**src/verilog/asf_pkg.sv**
```systemverilog
// package: constants and types of the serial frame sequencer
package asf_pkg;
	// command word fields
	localparam int unsigned MODE_MSB   = 15;
	localparam int unsigned MODE_LSB   = 12;
	localparam int unsigned UPD_BIT    = 11;
	localparam int unsigned CH_MSB     = 10;
	localparam int unsigned CH_LSB     = 7;
	localparam int unsigned RANGE_BIT  = 6;
	localparam int unsigned PD_BIT     = 5;
	localparam int unsigned STAT_BIT   = 4;
	localparam int unsigned LAST_MSB   = 9;
	localparam int unsigned LAST_LSB   = 6;
	localparam int unsigned THR_SEL    = 11;
	// command codes in the mode field
	localparam logic [3:0] CMD_MANUAL  = 4'h1;
	localparam logic [3:0] CMD_AUTO1   = 4'h2;
	localparam logic [3:0] CMD_AUTO2   = 4'h3;
	localparam logic [3:0] CMD_AUX     = 4'h4;
	localparam logic [3:0] CMD_MAP     = 4'h8;
	localparam logic [3:0] CMD_LAST    = 4'h9;
	localparam logic [3:0] CMD_ALARM   = 4'hC;
	// aux configuration bits
	localparam int unsigned AUX_ALM    = 4;
	localparam int unsigned AUX_PD     = 5;
	// reset values
	localparam logic [7:0] MAP_RST     = 8'hFF;
	localparam logic [3:0] LAST_RST    = 4'h7;
	localparam logic [3:0] CH_RST      = 4'h0;
	localparam logic [7:0] HI_THR_RST  = 8'hFF;
	localparam logic [7:0] LO_THR_RST  = 8'h00;
	localparam logic [5:0] AUX_RST     = 6'h00;
	// edge numbers within a frame
	localparam logic [4:0] FRAME_EDGES = 5'h10;
	localparam logic [4:0] CH_FALL     = 5'h02;
	localparam logic [4:0] ALM_CLR     = 5'h0A;
	localparam logic [4:0] ALM_SET     = 5'h0C;
	localparam logic [4:0] ACQ_RISE    = 5'h0E;
	typedef enum logic [1:0] {SEQ_MANUAL, SEQ_AUTO1, SEQ_AUTO2} asf_mode_type;
endpackage

```
**src/verilog/asf_seq_if.sv**
```systemverilog
// interface: frame logic to channel sequencer
`timescale 1ns/10ps
interface asf_seq_if;
	logic                  step;
	logic                  wr_mode;
	asf_pkg::asf_mode_type mode;
	logic                  wr_map;
	logic [7:0]            map_data;
	logic                  wr_last;
	logic [3:0]            last_data;
	logic [3:0]            manual_ch;
	logic                  clr_prog;
	logic [3:0]            cur_ch;
	modport frm (output step, wr_mode, mode, wr_map, map_data, wr_last, last_data,
		manual_ch, clr_prog, input cur_ch);
	modport seq (input step, wr_mode, mode, wr_map, map_data, wr_last, last_data,
		manual_ch, clr_prog, output cur_ch);
endinterface

```
**src/verilog/asf_sync.sv**
```systemverilog
// two flip-flop synchroniser for pins from outside the clock domain
`timescale 1ns/10ps
module asf_sync #(
	parameter int unsigned W   = 1,
	parameter logic [W-1:0] RST = '0
) (
	input  wire logic         mclk_i,
	input  wire logic         sys_rst_i,
	input  wire logic [W-1:0] d_i,
	output logic      [W-1:0] q_o
);
	logic [W-1:0] meta_ff;

	always_ff @(posedge mclk_i or posedge sys_rst_i)
	begin
		if (sys_rst_i)
		begin
			meta_ff <= RST;
			q_o     <= RST;
		end
		else
		begin
			meta_ff <= d_i;
			q_o     <= meta_ff;
		end
	end
endmodule // asf_sync

```
**src/verilog/asf_chan_seq.sv**
```systemverilog
// channel sequencer: mode, scan program registers and current channel
`timescale 1ns/10ps
module asf_chan_seq (
	// clock and reset
	input wire logic mclk_i,
	input wire logic sys_rst_i,
	// frame side
	asf_seq_if.seq   sq
);
	asf_pkg::asf_mode_type mode_ff;
	logic [7:0]            map_ff;
	logic [3:0]            last_ff;
	logic [3:0]            ch_ff;

	// next enabled channel above cur, wrapping; an empty map holds the channel
	function automatic logic [3:0] next_mapped(input logic [3:0] cur, input logic [7:0] map);
		logic [3:0] res;
		logic [3:0] idx;
		res = cur;
		for (int i = 7; i >= 1; i--)
		begin
			idx = (cur + 4'(i)) & 4'h7;
			if (map[idx[2:0]])
				res = idx;
		end
		return res;
	endfunction

	assign sq.cur_ch = ch_ff;

	always_ff @(posedge mclk_i or posedge sys_rst_i)
	begin
		if (sys_rst_i)
			mode_ff <= asf_pkg::SEQ_MANUAL;
		else if (sq.wr_mode)
			mode_ff <= sq.mode;
	end

	// program registers survive mode changes, cleared only by reset and power-down
	always_ff @(posedge mclk_i or posedge sys_rst_i)
	begin
		if (sys_rst_i)
		begin
			map_ff  <= asf_pkg::MAP_RST;
			last_ff <= asf_pkg::LAST_RST;
		end
		else if (sq.clr_prog)
		begin
			map_ff  <= asf_pkg::MAP_RST;
			last_ff <= asf_pkg::LAST_RST;
		end
		else
		begin
			if (sq.wr_map)
				map_ff <= sq.map_data;
			if (sq.wr_last)
				last_ff <= sq.last_data;
		end
	end

	always_ff @(posedge mclk_i or posedge sys_rst_i)
	begin
		if (sys_rst_i)
			ch_ff <= asf_pkg::CH_RST;
		else if (sq.step)
		begin
			unique case (mode_ff)
				asf_pkg::SEQ_MANUAL: ch_ff <= sq.manual_ch;
				asf_pkg::SEQ_AUTO1:  ch_ff <= next_mapped(ch_ff, map_ff);
				asf_pkg::SEQ_AUTO2:  ch_ff <= (ch_ff >= last_ff) ? 4'h0 : ch_ff + 4'h1;
			endcase
		end
	end
endmodule // asf_chan_seq

```
**src/verilog/asf_frame_top.sv**
```systemverilog
// top: serial frame engine, settings, alarms and power-down
`timescale 1ns/10ps
// Notes on behaviour
// chip select fall samples, starts conversion
// sixteen bits out: address then result
// input status replaces address when requested
// multiplexer switches on second clock fall
// acquisition from rise fourteen to select
// outputs refresh at select fall
// address then result on falls one-thirteen
// sixteenth fall releases output, ends conversion
// command bits taken on every rise
// host holds select for sixteen clocks
// alarm raised on twelfth fall
// alarm cleared tenth fall next frame
// power-down bit acts sixteenth fall next
// powerdown pin low powers down at once
// wake at select fall when allowed
// manual channel used next frame
// reset gives manual mode, channel zero
// bitmap scan ascends enabled channels
// scan programs kept across mode changes
// bitmap resets to all ones
// last-channel scan wraps to zero
// last channel resets to seven
// code 0001 selects manual mode
// update enable gates lower settings
// four-bit next channel, MSB first
// range bit picks doubled range
// two zero bits after result
// programming never stalls conversions
module asf_frame_top (
	// clock and reset
	input  wire logic       mclk_i,
	input  wire logic       sys_rst_i,
	// serial link
	input  wire logic       cs_n_i,
	input  wire logic       sclk_i,
	input  wire logic       sdi_i,
	output logic            sdo_o,
	output logic            sdo_oe_n_o,
	// converter core
	input  wire logic [9:0] conv_data_i,
	output logic            sample_o,
	output logic            conv_busy_o,
	output logic            acq_o,
	output logic [3:0]      mux_ch_o,
	output logic            range_o,
	output logic            pwrdn_o,
	// aux pins
	input  wire logic [3:0] aux_in_i,
	output logic [3:0]      aux_out_o,
	output logic [3:0]      aux_oe_n_o
);
	// ==========================================================
	// pin sampling and edges
	logic [6:0]  sync_q;
	logic        s_cs_n;
	logic        s_sclk;
	logic        s_sdi;
	logic [3:0]  s_aux;
	logic        d_cs_ff;
	logic        d_sclk_ff;
	logic        cs_fall;
	logic        sclk_fall;
	logic        sclk_rise;

	// serial clock idles low between frames, so its sampled copy resets low as well
	asf_sync #(.W(7), .RST(7'h01)) u_sync (
		.mclk_i    (mclk_i),
		.sys_rst_i (sys_rst_i),
		.d_i       ({aux_in_i, sdi_i, sclk_i, cs_n_i}),
		.q_o       (sync_q)
	);
	assign {s_aux, s_sdi, s_sclk, s_cs_n} = sync_q;

	always_ff @(posedge mclk_i or posedge sys_rst_i)
	begin
		if (sys_rst_i)
		begin
			d_cs_ff   <= 1'b1;
			d_sclk_ff <= 1'b0;
		end
		else
		begin
			d_cs_ff   <= s_cs_n;
			d_sclk_ff <= s_sclk;
		end
	end
	assign cs_fall   = d_cs_ff & ~s_cs_n;
	assign sclk_fall = ~s_cs_n & d_sclk_ff & ~s_sclk;
	assign sclk_rise = ~s_cs_n & ~d_sclk_ff & s_sclk;

	// ==========================================================
	// edge counters and command capture
	logic [4:0]  fall_cnt_ff;
	logic [4:0]  rise_cnt_ff;
	logic [15:0] cmd_sh_ff;
	logic [15:0] nxt_cmd;
	logic        cmd_done;
	logic [4:0]  fall_num;

	assign fall_num = fall_cnt_ff + 5'h01;
	assign nxt_cmd  = {cmd_sh_ff[14:0], s_sdi};
	// the host must not raise select early; a short frame is simply discarded
	assign cmd_done = sclk_rise && rise_cnt_ff == asf_pkg::FRAME_EDGES - 5'h01;

	always_ff @(posedge mclk_i or posedge sys_rst_i)
	begin
		if (sys_rst_i)
		begin
			fall_cnt_ff <= 5'h00;
			rise_cnt_ff <= 5'h00;
			cmd_sh_ff   <= 16'h0000;
		end
		else if (cs_fall)
		begin
			fall_cnt_ff <= 5'h00;
			rise_cnt_ff <= 5'h00;
		end
		else
		begin
			if (sclk_fall && fall_cnt_ff < asf_pkg::FRAME_EDGES)
				fall_cnt_ff <= fall_num;
			if (sclk_rise && rise_cnt_ff < asf_pkg::FRAME_EDGES)
			begin
				rise_cnt_ff <= rise_cnt_ff + 5'h01;
				cmd_sh_ff   <= nxt_cmd;
			end
		end
	end

	// ==========================================================
	// command decode
	function automatic logic is_seq_cmd(input logic [3:0] code);
		return code == asf_pkg::CMD_MANUAL || code == asf_pkg::CMD_AUTO1 ||
			code == asf_pkg::CMD_AUTO2;
	endfunction

	logic [3:0]  cmd_code;
	logic [5:0]  aux_cfg_ff;
	logic [3:0]  manual_ch_ff;
	logic        range_pend_ff;
	logic        pd_pend_ff;
	logic        stat_pend_ff;
	logic [3:0]  outd_pend_ff;
	logic [7:0]  hi_thr_ff [8];
	logic [7:0]  lo_thr_ff [8];
	asf_seq_if   sq ();

	assign cmd_code = nxt_cmd[asf_pkg::MODE_MSB:asf_pkg::MODE_LSB];

	asf_chan_seq u_seq (
		.mclk_i    (mclk_i),
		.sys_rst_i (sys_rst_i),
		.sq        (sq)
	);

	// settings land at frame end and take effect in the next frame, except the aux configuration, which acts at once
	assign sq.wr_mode   = cmd_done && is_seq_cmd(cmd_code);
	assign sq.mode      = (cmd_code == asf_pkg::CMD_MANUAL) ? asf_pkg::SEQ_MANUAL :
		(cmd_code == asf_pkg::CMD_AUTO1) ? asf_pkg::SEQ_AUTO1 : asf_pkg::SEQ_AUTO2;
	assign sq.wr_map    = cmd_done && cmd_code == asf_pkg::CMD_MAP;
	assign sq.map_data  = nxt_cmd[7:0];
	assign sq.wr_last   = cmd_done && cmd_code == asf_pkg::CMD_LAST;
	assign sq.last_data = nxt_cmd[asf_pkg::LAST_MSB:asf_pkg::LAST_LSB];
	assign sq.manual_ch = manual_ch_ff;

	always_ff @(posedge mclk_i or posedge sys_rst_i)
	begin
		if (sys_rst_i)
		begin
			manual_ch_ff  <= asf_pkg::CH_RST;
			range_pend_ff <= 1'b0;
			pd_pend_ff    <= 1'b0;
			stat_pend_ff  <= 1'b0;
			outd_pend_ff  <= 4'h0;
		end
		else if (cmd_done && is_seq_cmd(cmd_code))
		begin
			manual_ch_ff <= nxt_cmd[asf_pkg::CH_MSB:asf_pkg::CH_LSB];
			if (nxt_cmd[asf_pkg::UPD_BIT])
			begin
				range_pend_ff <= nxt_cmd[asf_pkg::RANGE_BIT];
				pd_pend_ff    <= nxt_cmd[asf_pkg::PD_BIT];
				stat_pend_ff  <= nxt_cmd[asf_pkg::STAT_BIT];
				outd_pend_ff  <= nxt_cmd[3:0];
			end
		end
	end

	always_ff @(posedge mclk_i or posedge sys_rst_i)
	begin
		if (sys_rst_i)
		begin
			aux_cfg_ff <= asf_pkg::AUX_RST;
			for (int i = 0; i < 8; i++)
			begin
				hi_thr_ff[i] <= asf_pkg::HI_THR_RST;
				lo_thr_ff[i] <= asf_pkg::LO_THR_RST;
			end
		end
		else if (cmd_done && cmd_code == asf_pkg::CMD_AUX)
			aux_cfg_ff <= nxt_cmd[5:0];
		else if (cmd_done && cmd_code == asf_pkg::CMD_ALARM)
		begin
			if (nxt_cmd[asf_pkg::THR_SEL])
				hi_thr_ff[nxt_cmd[10:8]] <= nxt_cmd[7:0];
			else
				lo_thr_ff[nxt_cmd[10:8]] <= nxt_cmd[7:0];
		end
	end

	// ==========================================================
	// power-down
	logic        pd_pin_low;
	logic        wake_ok;
	logic        go;
	logic        pd_enter;
	logic        pd_act_ff;

	assign pd_pin_low = aux_cfg_ff[asf_pkg::AUX_PD] & ~s_aux[3];
	assign wake_ok    = ~pd_pend_ff & ~pd_pin_low;
	assign go         = cs_fall & (~pwrdn_o | wake_ok);
	assign pd_enter   = ~pwrdn_o & (pd_pin_low |
		(sclk_fall && fall_num == asf_pkg::FRAME_EDGES && pd_act_ff));
	assign sq.clr_prog = pd_enter;

	always_ff @(posedge mclk_i or posedge sys_rst_i)
	begin
		if (sys_rst_i)
			pwrdn_o <= 1'b0;
		else if (pd_enter)
			pwrdn_o <= 1'b1;
		else if (pwrdn_o && cs_fall && wake_ok)
			pwrdn_o <= 1'b0;
	end

	// ==========================================================
	// frame engine
	logic        act_ff;
	logic [15:0] out_sh_ff;
	logic [9:0]  result_ff;
	logic [3:0]  frm_ch_ff;
	logic [15:0] out_word;

	assign out_word = {stat_pend_ff ? s_aux : sq.cur_ch, conv_data_i, 2'b00};
	assign sq.step  = act_ff && sclk_fall && fall_num == asf_pkg::CH_FALL;

	always_ff @(posedge mclk_i or posedge sys_rst_i)
	begin
		if (sys_rst_i)
		begin
			act_ff      <= 1'b0;
			sample_o    <= 1'b0;
			conv_busy_o <= 1'b0;
			sdo_o       <= 1'b0;
			sdo_oe_n_o  <= 1'b1;
			out_sh_ff   <= 16'h0000;
			result_ff   <= 10'h000;
			frm_ch_ff   <= 4'h0;
			range_o     <= 1'b0;
			pd_act_ff   <= 1'b0;
		end
		else
		begin
			sample_o <= go;
			if (go)
			begin
				act_ff      <= 1'b1;
				conv_busy_o <= 1'b1;
				out_sh_ff   <= out_word;
				sdo_o       <= out_word[15];
				sdo_oe_n_o  <= 1'b0;
				result_ff   <= conv_data_i;
				frm_ch_ff   <= sq.cur_ch;
				range_o     <= range_pend_ff;
				// the request is decoded at rise sixteen, before fall sixteen of its own frame
				pd_act_ff   <= pd_pend_ff;
			end
			else if (pd_enter || (act_ff && sclk_fall && fall_num == asf_pkg::FRAME_EDGES))
			begin
				act_ff      <= 1'b0;
				conv_busy_o <= 1'b0;
				sdo_oe_n_o  <= 1'b1;
			end
			else if (act_ff && sclk_fall)
				sdo_o <= out_sh_ff[4'(5'h0F - fall_num)];
		end
	end

	always_ff @(posedge mclk_i or posedge sys_rst_i)
	begin
		if (sys_rst_i)
			acq_o <= 1'b0;
		else if (cs_fall)
			acq_o <= 1'b0;
		else if (act_ff && sclk_rise && rise_cnt_ff == asf_pkg::ACQ_RISE - 5'h01)
			acq_o <= 1'b1;
	end

	// ==========================================================
	// alarms and aux pins
	logic        alm_hi_ff;
	logic        alm_lo_ff;
	logic [3:0]  outd_ff;
	logic        alm_en;

	assign alm_en = aux_cfg_ff[asf_pkg::AUX_ALM];

	// the clear on fall ten always precedes a new raise on fall twelve
	always_ff @(posedge mclk_i or posedge sys_rst_i)
	begin
		if (sys_rst_i)
		begin
			alm_hi_ff <= 1'b0;
			alm_lo_ff <= 1'b0;
		end
		else if (act_ff && sclk_fall && fall_num == asf_pkg::ALM_CLR)
		begin
			alm_hi_ff <= 1'b0;
			alm_lo_ff <= 1'b0;
		end
		else if (act_ff && sclk_fall && fall_num == asf_pkg::ALM_SET)
		begin
			alm_hi_ff <= result_ff[9:2] > hi_thr_ff[frm_ch_ff[2:0]];
			alm_lo_ff <= result_ff[9:2] < lo_thr_ff[frm_ch_ff[2:0]];
		end
	end

	always_ff @(posedge mclk_i or posedge sys_rst_i)
	begin
		if (sys_rst_i)
			outd_ff <= 4'h0;
		else if (go)
			outd_ff <= outd_pend_ff;
	end

	always_ff @(posedge mclk_i or posedge sys_rst_i)
	begin
		if (sys_rst_i)
		begin
			aux_out_o  <= 4'h0;
			aux_oe_n_o <= 4'hF;
			mux_ch_o   <= asf_pkg::CH_RST;
		end
		else
		begin
			aux_out_o  <= {outd_ff[3:2], alm_en ? alm_lo_ff : outd_ff[1],
				alm_en ? alm_hi_ff : outd_ff[0]};
			aux_oe_n_o <= {~aux_cfg_ff[3] | aux_cfg_ff[asf_pkg::AUX_PD], ~aux_cfg_ff[2],
				~(aux_cfg_ff[1] | alm_en), ~(aux_cfg_ff[0] | alm_en)};
			mux_ch_o   <= sq.cur_ch;
		end
	end
endmodule // asf_frame_top

```
**config.mk**
```make
export PLATFORM = sky130hd
export DESIGN_NAME = asf_frame_top
export DESIGN_NICKNAME = d
export VERILOG_FILES = /design/src/verilog/asf_pkg.sv /design/src/verilog/asf_seq_if.sv /design/src/verilog/asf_sync.sv /design/src/verilog/asf_chan_seq.sv /design/src/verilog/asf_frame_top.sv
export SDC_FILE = /design/constraint.sdc
export NUM_CORES = 1
export LEC_CHECK = 0
export ABC_AREA = 0
export BUFFER_PORTS_ARGS = -buffer_cell sky130_fd_sc_hd__buf_2
export CORE_ASPECT_RATIO = 0.5
export CORE_MARGIN = 5
export CORE_UTILIZATION = 54
export DETAILED_ROUTE_END_ITERATION = 10
export GPL_TIMING_DRIVEN = 0
export HOLD_SLACK_MARGIN = 0.06
export PLACE_DENSITY = 0.71
export SLEW_MARGIN = 10
export SYNTH_ARGS = -nofsm -noshare
export SYNTH_HDL_FRONTEND = slang
export SYNTH_SLANG_ARGS = --single-unit
```
**constraint.sdc**
```tcl
create_clock -name mclk_i -period 10.2 [get_ports mclk_i]
set_input_delay 1.53 -clock mclk_i [delete_from_list [all_inputs] [get_ports mclk_i]]
set_output_delay 1.53 -clock mclk_i [all_outputs]
set_load 0.01 [all_outputs]
```
# After elaboration in Yosys (flattened, before gate mapping)
# Cells that the tools add are included.
[totals] in_bits=19 output_inout_bits=19 word_cells=225 ff_bits=257
[classes] magnitude_cmp=16 n_reduce_logical=39 addsub=10 mux=63 eq_ne=17 n_bitwise=30
[op_table] op="$bwmux 64" count=2
[op_table] op="$mux 8" count=7
[op_table] op="$bmux 8 s3" count=2
[op_table] op="$mux 4" count=11
[op_table] op="$lt 3x4->1 const B" count=7
[op_table] op="$mux 1" count=25
[op_table] op="$demux 8 s3" count=1
[op_table] op="$bmux 1 s3" count=7
[op_table] op="$eq 5x4->1 const B" count=4
[op_table] op="$logic_and 1x1->1" count=20
[op_table] op="$mux 5" count=4
[op_table] op="$reduce_bool 2->1" count=9
[op_table] op="$not 1->1" count=14
[op_table] op="$add 3x3->3 const B" count=4
[op_table] op="$eq 4x4->1 const B" count=3
[op_table] op="$pmux 4 s3" count=1
[op_table] op="$add 5x1->5 const B" count=2
[op_table] op="$lt 5x5->1 const B" count=2
[op_table] op="$and 1x1->1" count=9
[op_table] op="$eq 4x2->1 const B" count=2
[op_table] op="$ge 4x4->1 const B" count=2
[op_table] op="$gt 8x8->1" count=1
[op_table] op="$lt 8x8->1" count=1
[op_table] op="$ne 8x1->1 const B" count=1
[op_table] op="other kinds (21)" count=34

# Logic depth before layout (Yosys ltp)
[logic_depth] depth_word=11 ltp_mapped=12 depth_no_buf=10

# Cells and area by module
# A second synthesis with hierarchy kept.
[unflattened] cells_unflattened=912 hier_area_um2=12005.3
[modules_own_cells] module="asf_frame_top" area_per_inst_um2=10008.3 cells_each=727 seq_area_each_um2=5467.7 instances=1
[modules_own_cells] module="asf_chan_seq" area_per_inst_um2=1640.3 cells_each=170 seq_area_each_um2=464.2 instances=1
[modules_own_cells] module="asf_sync" area_per_inst_um2=356.6 cells_each=15 seq_area_each_um2=352.8 instances=1

# Worst setup path before layout
# Ideal clock, no wire load.
[synth_timing] path_type="reg-to-reg" from="register u_seq.ch_ff[1], in the netlist u_seq.sq.cur_ch[1]" to="register u_seq.ch_ff[3], in the netlist u_seq.sq.cur_ch[3]" path_stages_with_launch=13 required_time_ps=10073 setup_time_ps=127 period_less_slack_ps=2983 n_path_buf=3 arrival_time_ps=2856 path_slack_ps=7217 path_cell_list="dfrtp_1 buf_2 buf_2 inv_1 ha_1 buf_2 mux4_2 nand2_1 nand3_1 or2_1 o31a_1 mux2i_1 nand3_1"
[synth_between] elab_chain_len=10 elab_cells_between_ends=32 cone_classes="add/sub: 7; order compare: 1; eq/ne: 1; mux: 22; reduce/logical: 1"
[synth_rtl] element="start: declaration" line="asf_chan_seq.sv:13" source="logic [3:0] ch_ff;"
[synth_rtl] element="start signal: assignment" line="asf_chan_seq.sv:64" source="ch_ff <= asf_pkg::CH_RST;"
[synth_rtl] element="start signal: assignment" line="asf_chan_seq.sv:68" source="asf_pkg::SEQ_MANUAL: ch_ff <= sq.manual_ch;"
[synth_rtl] element="start signal: assignment" line="asf_chan_seq.sv:69" source="asf_pkg::SEQ_AUTO1: ch_ff <= next_mapped(ch_ff, map_ff);"
[synth_rtl] element="$add 3x3->3" line="asf_chan_seq.sv:22" source="idx = (cur + 4'(i)) & 4'h7;"
[synth_rtl] element="$bmux 1 s3" line="asf_chan_seq.sv:23" source="if (map[idx[2:0]])"
[synth_rtl] element="$mux 1 (not written as such)" line="asf_chan_seq.sv:23"
[synth_rtl] element="$mux 4 (6 in series)" line="asf_chan_seq.sv:23"
[synth_rtl] element="$pmux 4 s3" line="asf_chan_seq.sv:67" source="unique case (mode_ff)"
# Parallel ways exist; a longest one is shown, timed or not. The select of a mux whose other input is x is not followed.
# A chain may end at the register's enable or synchronous reset.

# Worst setup path in the final report
[layout_timing] from="register frm_ch_ff[0]" to="register alm_lo_ff"
[layout_between] elab_chain_len=7
[layout_rtl] element="start: declaration" line="asf_frame_top.sv:244" source="logic [3:0] frm_ch_ff;"
[layout_rtl] element="start signal: assignment" line="asf_frame_top.sv:276" source="frm_ch_ff <= sq.cur_ch;"
[layout_rtl] element="$not 3->4 (not written as such)" line="asf_frame_top.sv:327" source="alm_lo_ff <= result_ff[9:2] < lo_thr_ff[frm_ch_ff[2:0]];"
[layout_rtl] element="$bmux 8 s3" line="asf_frame_top.sv:327"
[layout_rtl] element="$mux 8 (not written as such) (2 in series)" line="asf_frame_top.sv:327"
[layout_rtl] element="$lt 8x8->1" line="asf_frame_top.sv:327"
[layout_rtl] element="$mux 1" line="asf_frame_top.sv:324" source="else if (act_ff && sclk_fall && fall_num == asf_pkg::ALM_SET)"
[layout_rtl] element="$mux 1" line="asf_frame_top.sv:319" source="else if (act_ff && sclk_fall && fall_num == asf_pkg::ALM_CLR)"
[layout_rtl] element="end signal: assignment" line="asf_frame_top.sv:327"
[layout_rtl] element="end: declaration" line="asf_frame_top.sv:305" source="logic alm_lo_ff;"
# Every way passes these cells. The select of a mux whose other input is x is not followed.

==> metrics <==
CP startpoint kind flip-flop; distinct cell type count after synthesis 59; Layout Skew 6.915 ps; WHS 353.9 ps; WHS Endpoint u_sync.q_o[6]$_DFF_PP0_; Post-Synth Adder-Cell Area 3.142%; clk buf depth 3; largest net degree at the start of global routing 104; EDFF count, synth 0; PnR Total Power 2.087 mW; routed vias 7656; Slowest-stage cell, CP buf_1; hold_buf cts 0; fin nets 1054; Multi-input gate area 0.005346 mm^2; Max-slew headroom 39.03%; initial core utilization 54.98%; Rows 38; Fin. Hold Viols 0; Via density 5.796; Top delay family on crit path buffers and inverters; CTS tree yes; setup violators final 0; ys async rst share 100.0%; Reg2Reg Launch Point frm_ch_ff[0]$_DFFE_PP0P_; status complete, no violations; Die Wd 220.3 um; Final Cycle Share 36.43%; Iter 0 DRT Violations 618; vias in the first global route 7930; CP Max Fanout 10; post-synthesis mux area share 26.71%; H-tree depth 1; Hold Crit Class reg -> reg; max incr delay on CP 730 ps; Worst Path Required 10630 ps; critical path arrival 4150 ps; hold_sp u_sync.meta_ff[6]$_DFF_PP0_; grt ovf 0; Post-Route WL 27270 um; post_cts resized 0; Num CTS Buffers 22; P_leak 6.110 nW; All-Layer GR Usage 22.56%; worst path cell trace clkbuf_1, buf_1, mux4_2, mux2i_1, ha_1, a21oi_1, nor2b_1, o21ai_0, nand2b_1, a211oi_1, o21ai_0, a21oi_1; TritonRoute pass-1 iters 5; Max VDD drop 0.0001083 V; largest family of logic cells by synthesized area multiplexers; DPL Wire Length 18880 um; Filler cells 1683; YS warnings 0; synthesized area per cell 12.68 um^2; antenna violations before repair 0; R2R setup slack 6480 ps; I/O pin total 38; top_reg_cell synth dfrtp_1; Critical path buffers and inverters 2; simple-gate share of the synthesized area 10.08%; unrepaired setup endpoints after global routing no; Pwr per Cell Area 156.7 mW/mm^2; first-pass GRT wire length 44550 um; kind of critical path reg -> reg; PortBufs 37; #FFs+latches synth 247; post-route ant nets 0; clock slew at reported path FFs 60 ps; Compound-Gate Fraction of Synth Area 4.253%; FF+latch area 0.006285 mm^2; Syn Nets 991; R2R Path End alm_lo_ff$_DFFE_PP0P_; Worst-Margin Slew 914.6 ps; Clk Latency, worst-skew pair 510 ps; Fmax 0.2692 GHz; Max Cap Violations 0; post-route minimum period 3715 ps; die footprint 0.02538 mm^2; share of layout cells above drive strength 1 35.65%; Core Box Area 0.02173 mm^2; gp weighted congestion 0.8973; XOR/XNOR Fraction of Synth Area 0.5761%; detailed-route DRC error count 0; Worst Hold Depth 0; # diodes 0; max-slew violations 0; Synth-to-Final Area Change 11.49%; Seq/Total Area, Yosys 52.61%; DR WL/cell 20.65 um; CP endpoint kind flip-flop; CTS Sinks 247; die height 115.2 um; # Post-CTS Setup Buffers 0; Syn Inst Count 942; R2R depth 12; Netlist Area Pre-Place 0.01195 mm^2; root buffer cell clkbuf_16
cell usage after synthesis, types with 16 or more instances:
| cell | count | area, um^2 |
|---|---|---|
| ha_1 | 30 | 375.4 |
| mux2i_1 | 35 | 350.3 |
| inv_1 | 21 | 78.83 |
| a21oi_1 | 22 | 110.1 |
| mux4_2 | 52 | 1171 |
| clkbuf_1 | 44 | 165.2 |
| o21ai_0 | 31 | 155.2 |
| nand3_1 | 17 | 85.08 |
| dfrtp_1 | 164 | 4104 |
| nand2_1 | 149 | 559.3 |
| mux2_2 | 137 | 1543 |
| nor2_1 | 29 | 108.9 |
| nand2b_1 | 16 | 100.1 |
| dfstp_2 | 83 | 2181 |
cells by family (layout without fill, tap and decap cells):
| logic type | after synthesis | after routing |
|---|---|---|
| flops | 247 | 247 |
| simple gates | 261 | 261 |
| fa+ha+maj | 30 | 30 |
| mux | 234 | 234 |
| compound gates | 85 | 85 |
| xor+xnor | 7 | 7 |
| buf+inv | 78 | 157 |
sequential cells by signal, summed over array words and instances, names as in the netlist, 3 cells and up:
name / cells
aux_cfg_ff: 6
outd_ff: 4
aux_oe_n_o: 4
rise_cnt_ff: 5
aux_out_o: 4
mux_ch_o: 4
u_seq.map_ff: 8
out_sh_ff: 5
frm_ch_ff: 3
u_sync.q_o: 7
u_sync.meta_ff: 7
fall_cnt_ff: 5
outd_pend_ff: 4
cmd_sh_ff: 15
u_seq.sq.cur_ch: 4
hi_thr_ff: 64
manual_ch_ff: 4
u_seq.last_ff: 4
lo_thr_ff: 64
result_ff: 9
worst register-to-register path: stages, from the launching register on:
cell	delay [ps]
dfrtp_1	350
clkbuf_1	340
buf_1	740
mux4_2	620
mux2i_1	240
ha_1	310
a21oi_1	190
nor2b_1	60
o21ai_0	160
nand2b_1	70
a211oi_1	210
o21ai_0	170
a21oi_1	180
layout make-up:
cell class              instances  area share (%)
repair buffers                 39           1.804
clock buffers                  38           5.365
flip-flops and latches        247           47.19
well taps                     300           2.818
clock inverters                 2          0.2631
plain buffers                  56           1.738
inverters                      22          0.6764
multi-input cells             617           40.14
stage by stage:
stage | cells | TNS, ps | area (um^2) | util (%) | setup slack [ps]
3_5_place_dp | 1281 | 0 | 12570 | 57.84 | 6515
6_report | 1321 | 0 | 13320 | 61.29 | 6485
2_1_floorplan | 942 | 0 | 11950 | - | 2021
4_1_cts | 1321 | 0 | 13320 | 61.29 | 6470
3_3_place_gp | 1279 | -43040 | 12510 | 57.56 | -285.4
5_1_grt | 1321 | 0 | 13320 | 61.29 | 6196
where the power goes:
group | switching, mW | internal (mW)
Combinational | 0.137 | 0.0682
Clock | 0.359 | 0.502
Sequential | 0.0181 | 1.00
Total | 0.514 | 1.57
layer usage:
metal  vias to the layer above  GRT usage (%)  routed length, um
li1                       3485              -                  -
met1                      3972          33.45              12880
met2                       167          35.90              12740
met3                        32          3.867               1137
met4                         0          4.196                511
met5                         -              0                  0
worst max-delay path by stage:
stage	startpoint	endpoint	slack, ps	cells past startpoint
after global routing	frm_ch_ff[0]$_DFFE_PP0P_	alm_lo_ff$_DFFE_PP0P_	6200	11
final	frm_ch_ff[0]$_DFFE_PP0P_	alm_lo_ff$_DFFE_PP0P_	6480	12
after detailed placement	frm_ch_ff[0]$_DFFE_PP0P_	alm_lo_ff$_DFFE_PP0P_	6510	12
after floorplan	sys_rst_i	acq_o$_DFFE_PP0P_	2020	1
after CTS	frm_ch_ff[0]$_DFFE_PP0P_	alm_lo_ff$_DFFE_PP0P_	6470	12
after global placement	sys_rst_i	mux_ch_o[1]$_DFF_PP0_	-290	2
cell usage in the layout, fill, tap and decap left out, drive strengths merged, types with 3 or more instances in the layout:
master / instances
dfrtp: 164
nand2: 150
mux2: 145
dfstp: 83
clkbuf: 82
mux4: 52
buf: 51
mux2i: 37
o21ai: 33
nor2: 32
ha: 30
a21oi: 22
inv: 22
nand3: 17
nand2b: 16
nor2b: 12
nor3: 8
a21o: 6
nor3b: 5
and3: 4
xor2: 4
nand4: 4
a31oi: 4
nand3b: 4
a211oi: 4
xnor2: 3
Power figures use the tool's default switching activity.
